--- src/include/ocuvf_pkg.sv ---
// Package: register map, field positions and timing for the fault handler
package ocuvf_pkg;
    // Printed offsets are not all multiples of four: byte address = index * 4
    localparam logic [7:0] PROT_THRESH_IDX = 8'h5E;
    localparam logic [7:0] BLANK_CFG_IDX = 8'h60;
    localparam logic [7:0] RESP_CFG_IDX = 8'h70;
    localparam logic [7:0] STATUS_IDX = 8'h71;
    localparam logic [7:0] CONTROL_IDX = 8'h72;
    localparam logic [15:0] PROT_THRESH_RST = 16'h0000;
    localparam logic [15:0] BLANK_CFG_RST = 16'h0000;
    localparam logic [15:0] RESP_CFG_RST = 16'h0000;
    // Field positions
    localparam int VALLEY_SEL_LSB = 0;
    localparam int UV_THRESH_LSB = 8;
    localparam int UV_BLANK_LSB = 10;
    localparam int OC_RESP_LSB = 0;
    localparam int UV_RESP_LSB = 2;
    localparam int RETRY_MS_LSB = 4;
    localparam int VALLEY_SEL_SRC_BIT = 7;
    // Counts
    localparam logic [3:0] VALLEY_TRIP_COUNT = 4'hA;
    localparam logic [1:0] CLEAN_CYCLE_COUNT = 2'h3;
    localparam logic [2:0] OC_RETRY_LIMIT = 3'h6;
    localparam int CLK_MHZ = 100;
    localparam int RETRY_STEP_US = 1000;
    localparam int MS_CYCLES = RETRY_STEP_US * CLK_MHZ;
    localparam logic [15:0] UV_STEP_MV = 16'h0032;
    localparam logic [15:0] RESTART_LEVEL_MV = 16'h00FA;

    typedef enum logic [1:0] {
        OCUVF_OC_SHUTDOWN = 2'b00,
        OCUVF_OC_RETRY6 = 2'b01,
        OCUVF_OC_RETRY_ALWAYS = 2'b10
    } ocuvf_oc_resp_type;

    typedef enum logic [1:0] {
        OCUVF_UV_IGNORE = 2'b00,
        OCUVF_UV_SHUTDOWN = 2'b01,
        OCUVF_UV_RETRY = 2'b10
    } ocuvf_uv_resp_type;

    typedef enum logic [1:0] {
        OCUVF_RUN = 2'b00,
        OCUVF_WAIT = 2'b01,
        OCUVF_LATCHED = 2'b10
    } ocuvf_state_type;

    // Per-cycle inputs from the power stage
    typedef struct packed {
        logic pwm_rise;
        logic valley;
        logic valley_oc;
        logic avg_oc;
        logic uv;
        logic vboot_ramp;
        logic vout_up;
        logic vout_down;
    } ocuvf_stage_type;

    // Avalon-MM request
    typedef struct packed {
        logic [7:0] address;
        logic read;
        logic write;
        logic [31:0] writedata;
    } ocuvf_avm_type;
endpackage

--- src/verilog/ocuvf_fault_handler.sv ---
// Overcurrent and undervoltage fault handler with Avalon-MM registers
// What this block does
// - Valley trip holds low side, skips next pulse
// - Trip at PWM rise blocks that pulse
// - Keep skipping while current stays over limit
// - Ten valley events trigger average-overcurrent response
// - Three clean cycles reset the event counter
// - Count events at inductor current valley
// - Valley protection active in all run modes
// - Valley protection armed only while enabled
// - Three-bit field selects valley threshold
// - Limit pin latched at each enable rising edge
// - Average fault: shutdown, six retries, or endless
// - Average compare separate from valley compare
// - Fewer than ten valley events keep power good
// - Undervoltage threshold 50-400 mV, 50 mV steps
// - Undervoltage response: ignore, shutdown, retry
// - Undervoltage flags; shutdown holds tri-state until enable cycle
// - Shutdown tri-states both switches
// - Retry timer 1-8 ms, output tri-stated
// - Restart only if output below 250 mV
// - Otherwise restart timer, stay tri-stated
// - Two-bit undervoltage blanking select
// - Trip comes from fast comparator input
`timescale 1ns/1ns
`default_nettype none
module ocuvf_fault_handler
#(
    parameter int MS_CYCLES_P = ocuvf_pkg::MS_CYCLES
)
(
    // Clock and reset
    input wire logic i_sys_clk,
    input wire logic i_rst_n,
    // Power stage
    input wire logic i_enable,
    input wire logic i_diode_emulation_mode,
    input wire logic [2:0] i_limit_resistor_pin,
    input wire ocuvf_pkg::ocuvf_stage_type i_stage,
    input wire logic [15:0] i_vout_mv,
    output logic o_hs_block,
    output logic o_ls_hold,
    output logic o_tristate,
    output logic o_startup,
    output logic o_power_good_output,
    output logic [2:0] o_valley_limit_sel,
    output logic [2:0] o_uv_thresh_sel,
    output logic [15:0] o_uv_thresh_mv,
    // Avalon-MM slave
    input wire ocuvf_pkg::ocuvf_avm_type i_avm,
    output logic o_avm_waitrequest,
    output logic [31:0] o_avm_readdata,
    output logic o_avm_readdatavalid
);
    logic [15:0] prot_thresh_r;
    logic [15:0] blank_cfg_r;
    logic [15:0] resp_cfg_r;
    logic [2:0] limit_latch_r;
    logic en_d_r;
    logic armed_r;
    logic skip_r;
    logic [3:0] event_cnt_r;
    logic [1:0] clean_cnt_r;
    logic oc_fault_r;
    logic uv_fault_r;
    logic oc_latched_r;
    logic [2:0] oc_retry_r;
    ocuvf_pkg::ocuvf_state_type state_r;
    logic [31:0] timer_r;
    logic [3:0] ms_left_r;
    logic uv_is_retry_r;
    logic start_r;
    logic ack_r;
    logic [31:0] rdata_r;
    logic rvalid_r;
    logic trip_now;
    logic oc_event;
    logic uv_blanked;
    logic uv_event;
    logic clear_faults;
    logic en_rise;
    ocuvf_pkg::ocuvf_oc_resp_type oc_resp;
    ocuvf_pkg::ocuvf_uv_resp_type uv_resp;

    function automatic logic [15:0] uv_mv(input logic [2:0] sel);
        uv_mv = 16'(({13'h0000, sel} + 16'h0001) * ocuvf_pkg::UV_STEP_MV);
    endfunction

    assign oc_resp = ocuvf_pkg::ocuvf_oc_resp_type'(resp_cfg_r[ocuvf_pkg::OC_RESP_LSB +: 2]);
    assign uv_resp = ocuvf_pkg::ocuvf_uv_resp_type'(resp_cfg_r[ocuvf_pkg::UV_RESP_LSB +: 2]);
    assign en_rise = i_enable && !en_d_r;
    // Comparator result used directly, no telemetry path
    assign trip_now = armed_r && i_stage.valley_oc;
    // Enable edge and valley limit latch
    always_ff @(posedge i_sys_clk or negedge i_rst_n)
    begin
        if (!i_rst_n)
        begin
            en_d_r <= 1'b0;
            armed_r <= 1'b0;
            limit_latch_r <= 3'h0;
        end
        else
        begin
            en_d_r <= i_enable;
            armed_r <= i_enable;
            if (en_rise)
            begin
                limit_latch_r <= i_limit_resistor_pin;
            end
        end
    end

    // Register field overrides the pin when its source bit is set
    assign o_valley_limit_sel = prot_thresh_r[ocuvf_pkg::VALLEY_SEL_SRC_BIT] ?
        prot_thresh_r[ocuvf_pkg::VALLEY_SEL_LSB +: 3] : limit_latch_r;
    assign o_uv_thresh_sel = prot_thresh_r[ocuvf_pkg::UV_THRESH_LSB +: 3];

    always_ff @(posedge i_sys_clk or negedge i_rst_n)
    begin
        if (!i_rst_n)
            o_uv_thresh_mv <= ocuvf_pkg::UV_STEP_MV;
        else
            o_uv_thresh_mv <= uv_mv(o_uv_thresh_sel);
    end

    // Pulse skipping; same in forced continuous and diode emulation
    always_ff @(posedge i_sys_clk or negedge i_rst_n)
    begin
        if (!i_rst_n)
            skip_r <= 1'b0;
        else if (trip_now)
            skip_r <= 1'b1;
        else if (i_stage.pwm_rise)
            skip_r <= 1'b0;
    end

    assign o_ls_hold = trip_now || (skip_r && !o_tristate);
    assign o_hs_block = o_tristate || trip_now || skip_r;

    // Valley event counting
    assign oc_event = i_stage.valley && trip_now;
    always_ff @(posedge i_sys_clk or negedge i_rst_n)
    begin
        if (!i_rst_n)
        begin
            event_cnt_r <= 4'h0;
            clean_cnt_r <= 2'h0;
        end
        else if (!armed_r)
        begin
            event_cnt_r <= 4'h0;
            clean_cnt_r <= 2'h0;
        end
        else if (i_stage.valley)
        begin
            if (oc_event)
            begin
                clean_cnt_r <= 2'h0;
                if (event_cnt_r == ocuvf_pkg::VALLEY_TRIP_COUNT - 4'h1)
                    event_cnt_r <= 4'h0;
                else
                    event_cnt_r <= event_cnt_r + 4'h1;
            end
            else if (clean_cnt_r == ocuvf_pkg::CLEAN_CYCLE_COUNT - 2'h1)
            begin
                clean_cnt_r <= 2'h0;
                event_cnt_r <= 4'h0;
            end
            else
                clean_cnt_r <= clean_cnt_r + 2'h1;
        end
    end

    // Average limit fault from its own compare or from ten valley events
    logic oc_trigger;
    assign oc_trigger = (i_stage.avg_oc && armed_r) || (oc_event &&
        event_cnt_r == ocuvf_pkg::VALLEY_TRIP_COUNT - 4'h1);

    // Undervoltage blanking
    always_comb
    begin
        unique case (blank_cfg_r[ocuvf_pkg::UV_BLANK_LSB +: 2])
            2'b00: uv_blanked = 1'b0;
            2'b01: uv_blanked = i_stage.vboot_ramp;
            2'b10: uv_blanked = i_stage.vboot_ramp || i_stage.vout_up;
            2'b11: uv_blanked = i_stage.vboot_ramp || i_stage.vout_up || i_stage.vout_down;
        endcase
    end
    assign uv_event = i_stage.uv && !uv_blanked && armed_r &&
        uv_resp != ocuvf_pkg::OCUVF_UV_IGNORE && state_r == ocuvf_pkg::OCUVF_RUN;

    assign clear_faults = ack_r && i_avm.write && i_avm.address == ocuvf_pkg::CONTROL_IDX &&
        i_avm.writedata[0];

    // Fault flags; a new event wins over a clear
    always_ff @(posedge i_sys_clk or negedge i_rst_n)
    begin
        if (!i_rst_n)
        begin
            oc_fault_r <= 1'b0;
            uv_fault_r <= 1'b0;
        end
        else
        begin
            if (oc_trigger)
                oc_fault_r <= 1'b1;
            else if (clear_faults)
                oc_fault_r <= 1'b0;
            if (uv_event)
                uv_fault_r <= 1'b1;
            else if (clear_faults)
                uv_fault_r <= 1'b0;
        end
    end

    // Power good drops on undervoltage, in any fault state, or while disabled
    assign o_power_good_output = armed_r && !uv_fault_r && state_r == ocuvf_pkg::OCUVF_RUN;

    // Fault response sequencer
    always_ff @(posedge i_sys_clk or negedge i_rst_n)
    begin
        if (!i_rst_n)
        begin
            state_r <= ocuvf_pkg::OCUVF_RUN;
            timer_r <= 32'h0;
            ms_left_r <= 4'h0;
            oc_retry_r <= 3'h0;
            oc_latched_r <= 1'b0;
            uv_is_retry_r <= 1'b0;
            start_r <= 1'b0;
        end
        else if (en_rise)
        begin
            // Enable cycle is the only way out of a latched state
            state_r <= ocuvf_pkg::OCUVF_RUN;
            oc_retry_r <= 3'h0;
            oc_latched_r <= 1'b0;
            start_r <= 1'b0;
        end
        else
        begin
            start_r <= 1'b0;
            unique case (state_r)
                ocuvf_pkg::OCUVF_RUN:
                begin
                    if (uv_event)
                    begin
                        if (uv_resp == ocuvf_pkg::OCUVF_UV_RETRY)
                        begin
                            state_r <= ocuvf_pkg::OCUVF_WAIT;
                            uv_is_retry_r <= 1'b1;
                            timer_r <= 32'(MS_CYCLES_P - 1);
                            ms_left_r <= {1'b0, resp_cfg_r[ocuvf_pkg::RETRY_MS_LSB +: 3]};
                        end
                        else
                            state_r <= ocuvf_pkg::OCUVF_LATCHED;
                    end
                    else if (oc_trigger)
                    begin
                        if (oc_resp == ocuvf_pkg::OCUVF_OC_SHUTDOWN ||
                            (oc_resp == ocuvf_pkg::OCUVF_OC_RETRY6 &&
                            oc_retry_r == ocuvf_pkg::OC_RETRY_LIMIT))
                        begin
                            state_r <= ocuvf_pkg::OCUVF_LATCHED;
                            oc_latched_r <= 1'b1;
                        end
                        else
                        begin
                            state_r <= ocuvf_pkg::OCUVF_WAIT;
                            uv_is_retry_r <= 1'b0;
                            timer_r <= 32'(MS_CYCLES_P - 1);
                            ms_left_r <= {1'b0, resp_cfg_r[ocuvf_pkg::RETRY_MS_LSB +: 3]};
                            if (oc_resp == ocuvf_pkg::OCUVF_OC_RETRY6)
                                oc_retry_r <= oc_retry_r + 3'h1;
                        end
                    end
                end
                ocuvf_pkg::OCUVF_WAIT:
                begin
                    if (timer_r != 32'h0)
                        timer_r <= timer_r - 32'h1;
                    else if (ms_left_r != 4'h0)
                    begin
                        ms_left_r <= ms_left_r - 4'h1;
                        timer_r <= 32'(MS_CYCLES_P - 1);
                    end
                    else if (i_vout_mv < ocuvf_pkg::RESTART_LEVEL_MV)
                    begin
                        state_r <= ocuvf_pkg::OCUVF_RUN;
                        start_r <= 1'b1;
                    end
                    else
                    begin
                        timer_r <= 32'(MS_CYCLES_P - 1);
                        ms_left_r <= {1'b0, resp_cfg_r[ocuvf_pkg::RETRY_MS_LSB +: 3]};
                    end
                end
                ocuvf_pkg::OCUVF_LATCHED: state_r <= ocuvf_pkg::OCUVF_LATCHED;
                default: state_r <= ocuvf_pkg::OCUVF_LATCHED;
            endcase
        end
    end

    assign o_tristate = state_r != ocuvf_pkg::OCUVF_RUN || !armed_r;
    assign o_startup = start_r;

    // Avalon-MM slave: one wait cycle, then answer
    assign o_avm_waitrequest = (i_avm.read || i_avm.write) && !ack_r;
    always_ff @(posedge i_sys_clk or negedge i_rst_n)
    begin
        if (!i_rst_n)
        begin
            ack_r <= 1'b0;
            prot_thresh_r <= ocuvf_pkg::PROT_THRESH_RST;
            blank_cfg_r <= ocuvf_pkg::BLANK_CFG_RST;
            resp_cfg_r <= ocuvf_pkg::RESP_CFG_RST;
        end
        else
        begin
            ack_r <= (i_avm.read || i_avm.write) && !ack_r;
            if (ack_r && i_avm.write)
            begin
                unique case (i_avm.address)
                    ocuvf_pkg::PROT_THRESH_IDX: prot_thresh_r <= i_avm.writedata[15:0];
                    ocuvf_pkg::BLANK_CFG_IDX: blank_cfg_r <= i_avm.writedata[15:0];
                    ocuvf_pkg::RESP_CFG_IDX: resp_cfg_r <= i_avm.writedata[15:0];
                    default: ;
                endcase
            end
        end
    end

    always_comb
    begin
        unique case (i_avm.address)
            ocuvf_pkg::PROT_THRESH_IDX: rdata_r = {16'h0000, prot_thresh_r};
            ocuvf_pkg::BLANK_CFG_IDX: rdata_r = {16'h0000, blank_cfg_r};
            ocuvf_pkg::RESP_CFG_IDX: rdata_r = {16'h0000, resp_cfg_r};
            ocuvf_pkg::STATUS_IDX: rdata_r = {21'h000000, oc_retry_r, limit_latch_r,
                oc_latched_r, state_r, oc_fault_r, uv_fault_r};
            default: rdata_r = 32'h0000_0000;
        endcase
    end

    assign o_avm_readdata = rdata_r;
    assign rvalid_r = ack_r && i_avm.read;
    assign o_avm_readdatavalid = rvalid_r;
endmodule
`default_nettype wire

--- config.mk ---
export PLATFORM = sky130hd
export DESIGN_NAME = ocuvf_fault_handler
export DESIGN_NICKNAME = d
export VERILOG_FILES = /design/src/include/ocuvf_pkg.sv /design/src/verilog/ocuvf_fault_handler.sv
export SDC_FILE = /design/constraint.sdc
export NUM_CORES = 1
export LEC_CHECK = 0
export BUFFER_PORTS_ARGS = -buffer_cell sky130_fd_sc_hd__buf_4
export CORE_MARGIN = 8
export CORE_UTILIZATION = 50
export CTS_CLUSTER_DIAMETER = 150
export CTS_CLUSTER_SIZE = 16
export DETAILED_ROUTE_END_ITERATION = 10
export PLACE_DENSITY = 0.75
export SYNTH_ARGS = -nofsm -noshare
export SYNTH_HDL_FRONTEND = slang
export SYNTH_SLANG_ARGS = --single-unit
export TNS_END_PERCENT = 50
--- constraint.sdc ---
create_clock -name i_sys_clk -period 3.7 [get_ports i_sys_clk]
set_input_delay 0.185 -clock i_sys_clk [delete_from_list [all_inputs] [get_ports i_sys_clk]]
set_output_delay 0.185 -clock i_sys_clk [all_outputs]
set_load 0.02 [all_outputs]
==> results of run 1 <==
==> cells in the mapped netlist (14+ instances only) <==
cell type	instances	share of area
nand2_1	54	0.033
nand3_1	16	0.013
ha_1	15	0.031
mux2_2	49	0.091
nor3_1	19	0.016
o31ai_1	31	0.038
dfrtp_1	111	0.46
inv_1	20	0.012
o21ai_0	15	0.012
a31oi_1	19	0.020
nor2_1	40	0.025
buf_4	29	0.036
clkbuf_1	14	0.0087
a21oi_1	21	0.017
==> cells by family after synthesis <==
group / after synthesis
compound gates: 151
simple gates: 182
fa+ha+maj: 16
buf+inv: 71
other cells: 1
flops: 114
mux: 52
xor+xnor: 6
==> final timing paths <==
check / slack [ns] / cells past startpoint / endpoint
max: 0.65 / 7 / timer_r[23]$_DFFE_PN0P_
min: 0.02 / 2 / prot_thresh_r[9]$_DFFE_PN0P_
max reg2reg: 0.65 / 7 / timer_r[23]$_DFFE_PN0P_
min reg2reg: 0.49 / 1 / ack_r$_DFF_PN0_
max in group asynchronous: 2.36 / 3 / prot_thresh_r[14]$_DFFE_PN0P_
min in group asynchronous: 0.42 / 2 / resp_cfg_r[1]$_DFFE_PN0P_
==> what timing repair did <==
| action | CTS | global route |
|---|---|---|
| endpoints found under the hold margin | 64 | 0 |
| hold buffers | 7 | 0 |
| resized for setup | 0 | 0 |
| setup endpoints to repair | 0 | 0 |
| buffers inserted | 0 | 0 |
==> critical path: cells and delay by family (launching register included) <==
| kind | cells | cell delay [ns] |
|---|---|---|
| buffers and inverters | 1 | 0.27 |
| and+or+nand+nor | 2 | 1.16 |
| AOI/OAI and AO/OA | 4 | 1.10 |
| DFF | 1 | 0.40 |
==> state kept, by name (all words and copies together), names as in the netlist <==
name            flops
timer_r            32
blank_cfg_r        16
prot_thresh_r      16
resp_cfg_r         16
o_uv_thresh_mv      9
event_cnt_r         4
ms_left_r           4
limit_latch_r       3
oc_retry_r          3
clean_cnt_r         2
state_r             2
ack_r               1
armed_r             1
o_startup           1
oc_fault_r          1
oc_latched_r        1
skip_r              1
uv_fault_r          1
==> power groups by stage <==
| stage | clock network, mW | logic, mW | registers, mW |
|---|---|---|---|
| CTS | 1.71 | 0.412 | 1.42 |
| detailed placement | 0 | 0.402 | 1.44 |
| global placement | 0 | 0.383 | 1.44 |
| global route | 1.76 | 0.455 | 1.44 |
| finish | 1.69 | 0.411 | 1.43 |
| floorplan | 0 | 0.256 | 1.43 |
==> through the flow <==
stage / area, sq um / util / setup slack [ns]
after global placement: 6832 / 0.5735 / 0.7749
after detailed placement: 6832 / 0.5735 / 0.6775
after global routing: 7518 / 0.6312 / 0.5518
after floorplan: 6157 / - / 1.228
final: 7518 / 0.6312 / 0.6537
after CTS: 7518 / 0.6312 / 0.6533
==> metal layers <==
metal  global-route usage  share of wire  up-vias
met4              0.06511          0.015        0
met5                    0              0        -
met2               0.3329           0.51      192
li1                     -              -     2359
met3              0.05992          0.068       19
met1               0.2318           0.41     2500
==> final cells by class <==
| class | instances | area, sq um | area share |
|---|---|---|---|
| clock buffer | 17 | 425.4 | 0.05658 |
| multi-input combinational | 431 | 2920 | 0.3884 |
| clock inverter | 15 | 191.4 | 0.02546 |
| sequential | 114 | 2856 | 0.3799 |
| tap | 147 | 183.9 | 0.02446 |
| timing repair buffer | 113 | 865.8 | 0.1152 |
| inverter | 20 | 75.07 | 0.009985 |
==> metrics.yaml, run 1 <==
worst_path_max_delay_cell: "o31ai_4"
synth-seq-cells: 114
hp-start: "i_avm[9]"
via_per_inst: 5.916
combPwrFrac: 0.116
firstDrtPassIters: 5
synth_warnings: 0
drtIter0Drc: 467
fin_crit_ns: 3.046
cts_buffers: 17
setup_viol: 0
p_total_mw: 3.528
startpoint_type: "flop"
dp_cells: 818
h-tree-depth: 4
end_kind: "flop"
track_usage: 0.1961
synth_cell_types: 62
r2r-start: "timer_r[20]$_DFFE_PN0P_"
grt_pass1_wl_um: 25270
seq_power_share: 0.405
wl_um: 15570
grt_pass1_vias: 4976
synth_ff_type: "dfrtp_1"
cts_tree: "yes"
maxCapViolations: 0
worst_pin_slew_ns: 0.8798
clock_latency_ns: 0.42
drc_errors: 0
synth-simple-area-share: 0.1482
layout_commonest_cell: "dfrtp_1"
hold_ws_ns: 0.01769
relSlewSlack: 0.4135
avgRoutedWirePerCell_um: 18.16
antenna_found_initial: 0
grt_max_degree: 64
avgSynthCellArea_sq_um: 10.24
hp-class: "in -> reg"
synth_fa_ha_area_frac: 0.03421
required_ns: 4.00
drive_gt1_frac: 0.2831
synthXorXnorAreaFrac: 0.008656
antenna_cells: 0
switching_power_mw: 0.9085
vias: 5070
critPathMaxFanout: 13
ys_seq_area_frac: 0.4705
finalNonFillerCells: 857
grt_setup_unrepaired: "no"
critPathMaxStageDelay_ns: 0.60
syn_inst: 593
fin_crit_sh: 0.8233
nets: 786
crit_type: "reg -> reg"
max_clock_freq_ghz: 0.3283
io_buffers: 92
swShare: 0.2575
clockBufferDepth: 2
worstSetupStartpoint: "timer_r[20]$_DFFE_PN0P_"
ios: 134
nFillCells: 939
dieWidth_um: 126.2
cts_root_buf: "clkbuf_16"
power.density_mw_per_mm2: 469.3
internal-power_mw: 2.620
fp.dieH_um: 126.2
grt_overflow: 0
peakVddDrop_mv: 0.2476
row_count: 40
clkSinkCount: 114
drtAntennaViolNets: 0
clockPowerShare: 0.479
synth_area_sq_mm: 0.006071
fin_skew_ns: 0.004918
synth-compound-area-share: 0.1766
async_flop_share: 1.000
cp_cell_sequence: "or4_4 -> or4_1 -> o31ai_4 -> buf_4 -> a21oi_1 -> o31a_1 -> a31o_1"
synthMuxAreaShare: 0.09584
leakagePower_nw: 3.539
hold_viol: 0
final_max_slew_viol_count: 0
routabilityCongestion: 0.8158
dpl.hpwl_um: 11100
arrival_ns: 3.35
tns_ns: 0
initial_utilization: 0.5097
core_area_sq_mm: 0.01191
final_cell_mix: "dfrtp_1, buf_4, nand2_1"
path_clk_slew_ns: 0.06
die-area_sq_mm: 0.01592
syn2layout_area_growth_pct: 23.85
outcome: "completed"
synth_edf_count: 0
synth_top_family_by_area: "compound AO/OA/AOI/OAI gates"
Power figures use the tool's default switching activity.
==> inputs of run 2 (changes only) <==
--- a/config.mk
+++ b/config.mk
@@ -7,11 +7,11 @@
 export LEC_CHECK = 0
 export BUFFER_PORTS_ARGS = -buffer_cell sky130_fd_sc_hd__buf_4
 export CORE_MARGIN = 8
-export CORE_UTILIZATION = 50
+export CORE_UTILIZATION = 49
 export CTS_CLUSTER_DIAMETER = 150
 export CTS_CLUSTER_SIZE = 16
 export DETAILED_ROUTE_END_ITERATION = 10
-export PLACE_DENSITY = 0.75
+export PLACE_DENSITY = 0.77
 export SYNTH_ARGS = -nofsm -noshare
 export SYNTH_HDL_FRONTEND = slang
 export SYNTH_SLANG_ARGS = --single-unit
==> constraint.sdc (replaced) <==
create_clock -name i_sys_clk -period 2.8 [get_ports i_sys_clk]
set_input_delay 0.14 -clock i_sys_clk [delete_from_list [all_inputs] [get_ports i_sys_clk]]
set_output_delay 0.14 -clock i_sys_clk [all_outputs]
set_load 0.02 [all_outputs]
==> run 2 against run 1 <==
Effect of this change:
- utilization up 2.1 points
- die area up 1.8%
- critical path depth unchanged
- global-route usage up 1.4 points
- clock skew up 0.0025 ns
- sequential cell count unchanged
- sequential share of layout area down 1.7 points
- power up 35%
- largest power group unchanged
- critical path type unchanged
==> metrics.yaml, run 2 (synthesis results as in run 1) <==
max_clock_freq_ghz: 0.3831
end_kind: "flop"
clock_latency_ns: 0.41
io_buffers: 92
cts_root_buf: "clkbuf_16"
path_clk_slew_ns: 0.06
grt_overflow: 0
core_area_sq_mm: 0.01206
fin_skew_ns: 0.007395
drtAntennaViolNets: 0
cts_buffers: 17
hold_viol: 0
tns_ns: 0
required_ns: 3.09
ff_latch_area_sq_mm: 0.002856
cts_tree: "yes"
arrival_ns: 2.91
via_per_inst: 5.912
reg2regPathDepth: 7
peakVddDrop_mv: 0.3339
leakagePower_nw: 3.708
drtIter0Drc: 497
crit_type: "reg -> reg"
fin_crit_ns: 2.610
avgRoutedWirePerCell_um: 18.74
routabilityCongestion: 0.8248
h-tree-depth: 4
maxCapViolations: 0
largest_reg_flops: 32
die-area_sq_mm: 0.01621
layout_commonest_cell: "buf_4"
firstDrtPassIters: 6
final_cell_mix: "buf_4, dfrtp_1, nand2_1"
multi_input_area_sq_mm: 0.002930
wl_met2_um: 8665
row_count: 40
ios: 134
fp.dieH_um: 127.3
utilization: 0.6526
worst_pin_slew_ns: 0.9149
nFillCells: 873
wl_um: 16980
post_cts_buffers: 0
initial_utilization: 0.5033
relSlewSlack: 0.3844
drc_errors: 0
place_ws_ns: 0.1265
p_total_mw: 4.752
clockBufferDepth: 2
final_max_slew_viol_count: 0
antenna_found_initial: 0
dpl.hpwl_um: 11400
dieWidth_um: 127.3
critPathMaxFanout: 12
antenna_cells: 0
grt_pass1_vias: 5521
grt_setup_unrepaired: "no"
whs_path_depth: 3
top_layer: "met4"
drt-met1-wl_um: 6396
grt_max_degree: 63
power.density_mw_per_mm2: 603.7
dr_wl_met3_um: 1344
nets: 814
outcome: "completed"
setup_viol: 0
drive_gt1_frac: 0.2873
vias: 5356
setup_slack_ns: 0.1898
clkSinkCount: 114
fin_crit_sh: 0.9322
grt_pass1_wl_um: 27380
startpoint_type: "flop"
syn2layout_area_growth_pct: 29.66
track_usage: 0.2096
regMostFlops: "timer_r"
hp-class: "in -> reg"
==> run 2: cell count changes in the layout (fill, tap and decap cells not counted) <==
cell           delta
buf_12            +5
buf_4             +7
clkbuf_1          +3
clkbuf_8          +2
clkinv_2          -1
clkinvlp_4        -4
dlygate4sd3_1    +16
nor4_1            -1
nor4_2            +1
or4_1             -1
or4_4             +1
==> run 2: power by group <==
group / switching [mW] / leakage, nW / total [mW] / internal, mW
sequential: 0.126 / 1.50 / 1.89 / 1.76
combinational: 0.334 / 1.90 / 0.585 / 0.251
clock: 0.747 / 0.304 / 2.28 / 1.53
==> run 2: per-layer routing <==
metal	vias up	GRT usage
met1	2622	0.2334
met5	-	0
met3	44	0.05657
li1	2411	-
met4	0	0.1113
met2	279	0.3603
==> run 2: path summary, 6_finish.rpt <==
| path | startpoint | slack, ns | end |
|---|---|---|---|
| max | timer_r[26]$_DFFE_PN0P_ | 0.19 | ms_left_r[3]$_DFFE_PN0P_ |
| min | i_avm[33] | 0.03 | ack_r$_DFF_PN0_ |
| max reg2reg | timer_r[26]$_DFFE_PN0P_ | 0.19 | ms_left_r[3]$_DFFE_PN0P_ |
| min reg2reg | timer_r[15]$_DFFE_PN0P_ | 0.50 | timer_r[15]$_DFFE_PN0P_ |
| max in group asynchronous | i_rst_n | 1.65 | prot_thresh_r[2]$_DFFE_PN0P_ |
| min in group asynchronous | i_rst_n | 0.36 | o_uv_thresh_mv[9]$_DFF_PN0_ |
==> run 2: worst max-delay path, cell delays in order (launching register included) <==
cell     delay, ns
dfrtp_1       0.42
or4_1         0.61
or4_1         0.47
nor3_1        0.28
and2_1        0.25
buf_12        0.16
nor3_4        0.06
a32o_1        0.23
==> run 2: cell type report <==
| class | count | area share |
|---|---|---|
| inverters | 20 | 0.009537 |
| clock inverters | 10 | 0.01987 |
| repair buffers | 141 | 0.1497 |
| flip-flops and latches | 114 | 0.3629 |
| well taps | 168 | 0.02670 |
| multi-input cells | 431 | 0.3723 |
| clock buffers | 22 | 0.05897 |
==> run 2: timing repair <==
action | 4_1_cts | 5_1_grt
endpoints found under the setup margin | 0 | 4
hold buffers | 23 | 0
gates resized for setup | 0 | 2
hold endpoints to repair | 108 | 0
==> run 2: through the flow <==
stage / hold slack (ns) / instances / area, sq um
floorplan: -0.1556 / 616 / 6157
global placement: 0.2585 / 851 / 7010
detailed placement: 0.2751 / 851 / 7010
CTS: 0.005536 / 906 / 7861
global route: 0.03916 / 906 / 7871
finish: 0.03374 / 906 / 7871
==> inputs of run 3 (changes only) <==
--- a/config.mk
+++ b/config.mk
@@ -11,7 +11,10 @@
 export CTS_CLUSTER_DIAMETER = 150
 export CTS_CLUSTER_SIZE = 16
 export DETAILED_ROUTE_END_ITERATION = 10
+export HOLD_SLACK_MARGIN = 0.06
 export PLACE_DENSITY = 0.77
+export RECOVER_POWER = 50
+export SLEW_MARGIN = 20
 export SYNTH_ARGS = -nofsm -noshare
 export SYNTH_HDL_FRONTEND = slang
 export SYNTH_SLANG_ARGS = --single-unit
==> run 3 against run 2 <==
Effect of this change:
- the run now ends with capacitance limit, slew limit left
- sequential power barely moved
- die area unchanged
- combinational power fell by 2%
- fmax up 0.17%
- global-route usage barely moved
- utilization decreased by 0.44 points
- final area down 0.67%
- critical path type unchanged
- critical endpoint unchanged
- largest power group unchanged
==> metrics.yaml, run 3 (synthesis results as in run 1) <==
worst_pin_slew_ns: 1.536
antenna_cells: 0
seq_power_share: 0.400
final_max_slew_viol_count: 63
cts_buffers: 17
wl_met2_um: 8533
drive_gt1_frac: 0.2618
violations: "capacitance limit, slew limit"
drt-met1-wl_um: 6498
clkSinkCount: 114
clock_latency_ns: 0.41
outcome: "finished, violations left"
fin_crit_sh: 0.9306
core_area_sq_mm: 0.01206
critPathMaxFanout: 12
path_common_cell: "or4_1"
end_kind: "flop"
required_ns: 3.09
fin_skew_ns: 0.007332
avgRoutedWirePerCell_um: 18.66
grt_pass1_wl_um: 27300
cts_root_buf: "clkbuf_16"
layout_commonest_cell: "dfrtp_1"
clockPowerShare: 0.480
antenna_found_initial: 0
io_buffers: 92
die-area_sq_mm: 0.01621
grt_max_degree: 63
setup_viol: 0
clockBufferDepth: 2
fp.dieH_um: 127.3
relSlewSlack: -0.02427
drtIter0Drc: 542
path_clk_slew_ns: 0.06
initial_utilization: 0.5033
leakagePower_nw: 3.645
grt_pass1_vias: 5535
worst_path_max_delay_cell: "or4_1"
syn2layout_area_growth_pct: 28.79
firstDrtPassIters: 5
via_per_inst: 5.864
top_layer: "met4"
peakVddDrop_mv: 0.3308
hp-class: "in -> reg"
drc_errors: 0
internal-power_mw: 3.532
r2r_slack_ns: 0.19
crit_type: "reg -> reg"
dp_cells: 851
post_cts_buffers: 0
startpoint_type: "flop"
cp_cell_sequence: "or4_1 -> or4_1 -> nor3_1 -> and2_1 -> buf_12 -> nor3_4 -> a32o_1"
maxCapViolations: 1
drtAntennaViolNets: 0
dr_wl_met3_um: 1299
combPwrFrac: 0.121
dieWidth_um: 127.3
finalNonFillerCells: 909
swShare: 0.2537
ios: 134
arrival_ns: 2.90
grt_setup_unrepaired: "no"
regMostFlops: "timer_r"
grt_overflow: 0
h-tree-depth: 4
power.density_mw_per_mm2: 605.4
track_usage: 0.2092
dpl.hpwl_um: 11400
final_cell_mix: "dfrtp_1, buf_4, nand2_1"
switching_power_mw: 1.201
vias: 5330
nets: 817
cts_tree: "yes"
nFillCells: 889
hold_ws_ns: 0.07651
wl_um: 16960
tns_ns: 0
routabilityCongestion: 0.8248
largest_reg_flops: 32
fin_crit_ns: 2.606
max_clock_freq_ghz: 0.3838
critPathMaxStageDelay_ns: 0.61
hold_viol: 0
row_count: 40
==> run 3: cell count changes in the layout (fill, tap and decap cells not counted), sizes merged <==
cell / change
clkbuf: +20
buf: -20
dlygate4sd3: +3
==> run 3: path summary, 6_finish.rpt <==
| path | start | to | cells after the start |
|---|---|---|---|
| max in group asynchronous | i_rst_n | ack_r$_DFF_PN0_ | 3 |
| min in group asynchronous | i_rst_n | o_uv_thresh_mv[9]$_DFF_PN0_ | 2 |
| max | timer_r[26]$_DFFE_PN0P_ | ms_left_r[3]$_DFFE_PN0P_ | 7 |
| min | i_stage[5] | clean_cnt_r[1]$_DFFE_PN0P_ | 4 |
| min reg2reg | ack_r$_DFF_PN0_ | ack_r$_DFF_PN0_ | 1 |
| max reg2reg | timer_r[26]$_DFFE_PN0P_ | ms_left_r[3]$_DFFE_PN0P_ | 7 |
==> run 3: area by class of cell <==
class	count	area, sq um	area share
Multi-Input combinational cell	431	2930	0.3748
Sequential cell	114	2856	0.3653
Timing Repair Buffer	144	1126	0.1440
Clock buffer	22	464.2	0.05937
Tap cell	168	210.2	0.02688
Clock inverter	10	156.4	0.02000
Inverter	20	75.07	0.009602
==> run 3: worst max-delay path, delay by kind of cell (launching register included) <==
family	cells	cell delay, ns
buf+inv	1	0.16
flops	1	0.42
simple gates	5	1.67
compound gates	1	0.23
==> run 3: metal layers <==
metal,GRT usage,vias up
li1,-,2411
met1,0.2324,2622
met2,0.3585,248
met3,0.05740,49
met4,0.1134,0
met5,0,-
==> run 3: what timing repair did <==
| action | 4_1_cts | 5_1_grt |
|---|---|---|
| hold buffers | 26 | 0 |
| gates resized for setup | 0 | 2 |
| hold endpoints to repair | 114 | 0 |
| endpoints found under the setup margin | 0 | 4 |
==> run 3: per-stage QoR <==
step	worst slack (ns)	util	power [mW]	instance area, sq um
floorplan	0.3283	-	2.227	6157
global placement	0.2225	0.5812	2.425	7010
detailed placement	0.1265	0.5812	2.454	7010
CTS	0.09906	0.6543	4.757	7891
global route	0.05101	0.6482	4.913	7819
finish	0.1942	0.6482	4.733	7819
==> run 3: power by group through the flow <==
| stage | logic (mW) | clock network, mW | registers, mW |
|---|---|---|---|
| 6_report | 0.572 | 2.27 | 1.89 |
| 5_1_grt | 0.635 | 2.37 | 1.90 |
| 4_1_cts | 0.586 | 2.29 | 1.88 |
| 3_5_place_dp | 0.547 | 0 | 1.91 |
| 3_3_place_gp | 0.525 | 0 | 1.90 |
| 2_1_floorplan | 0.338 | 0 | 1.89 |
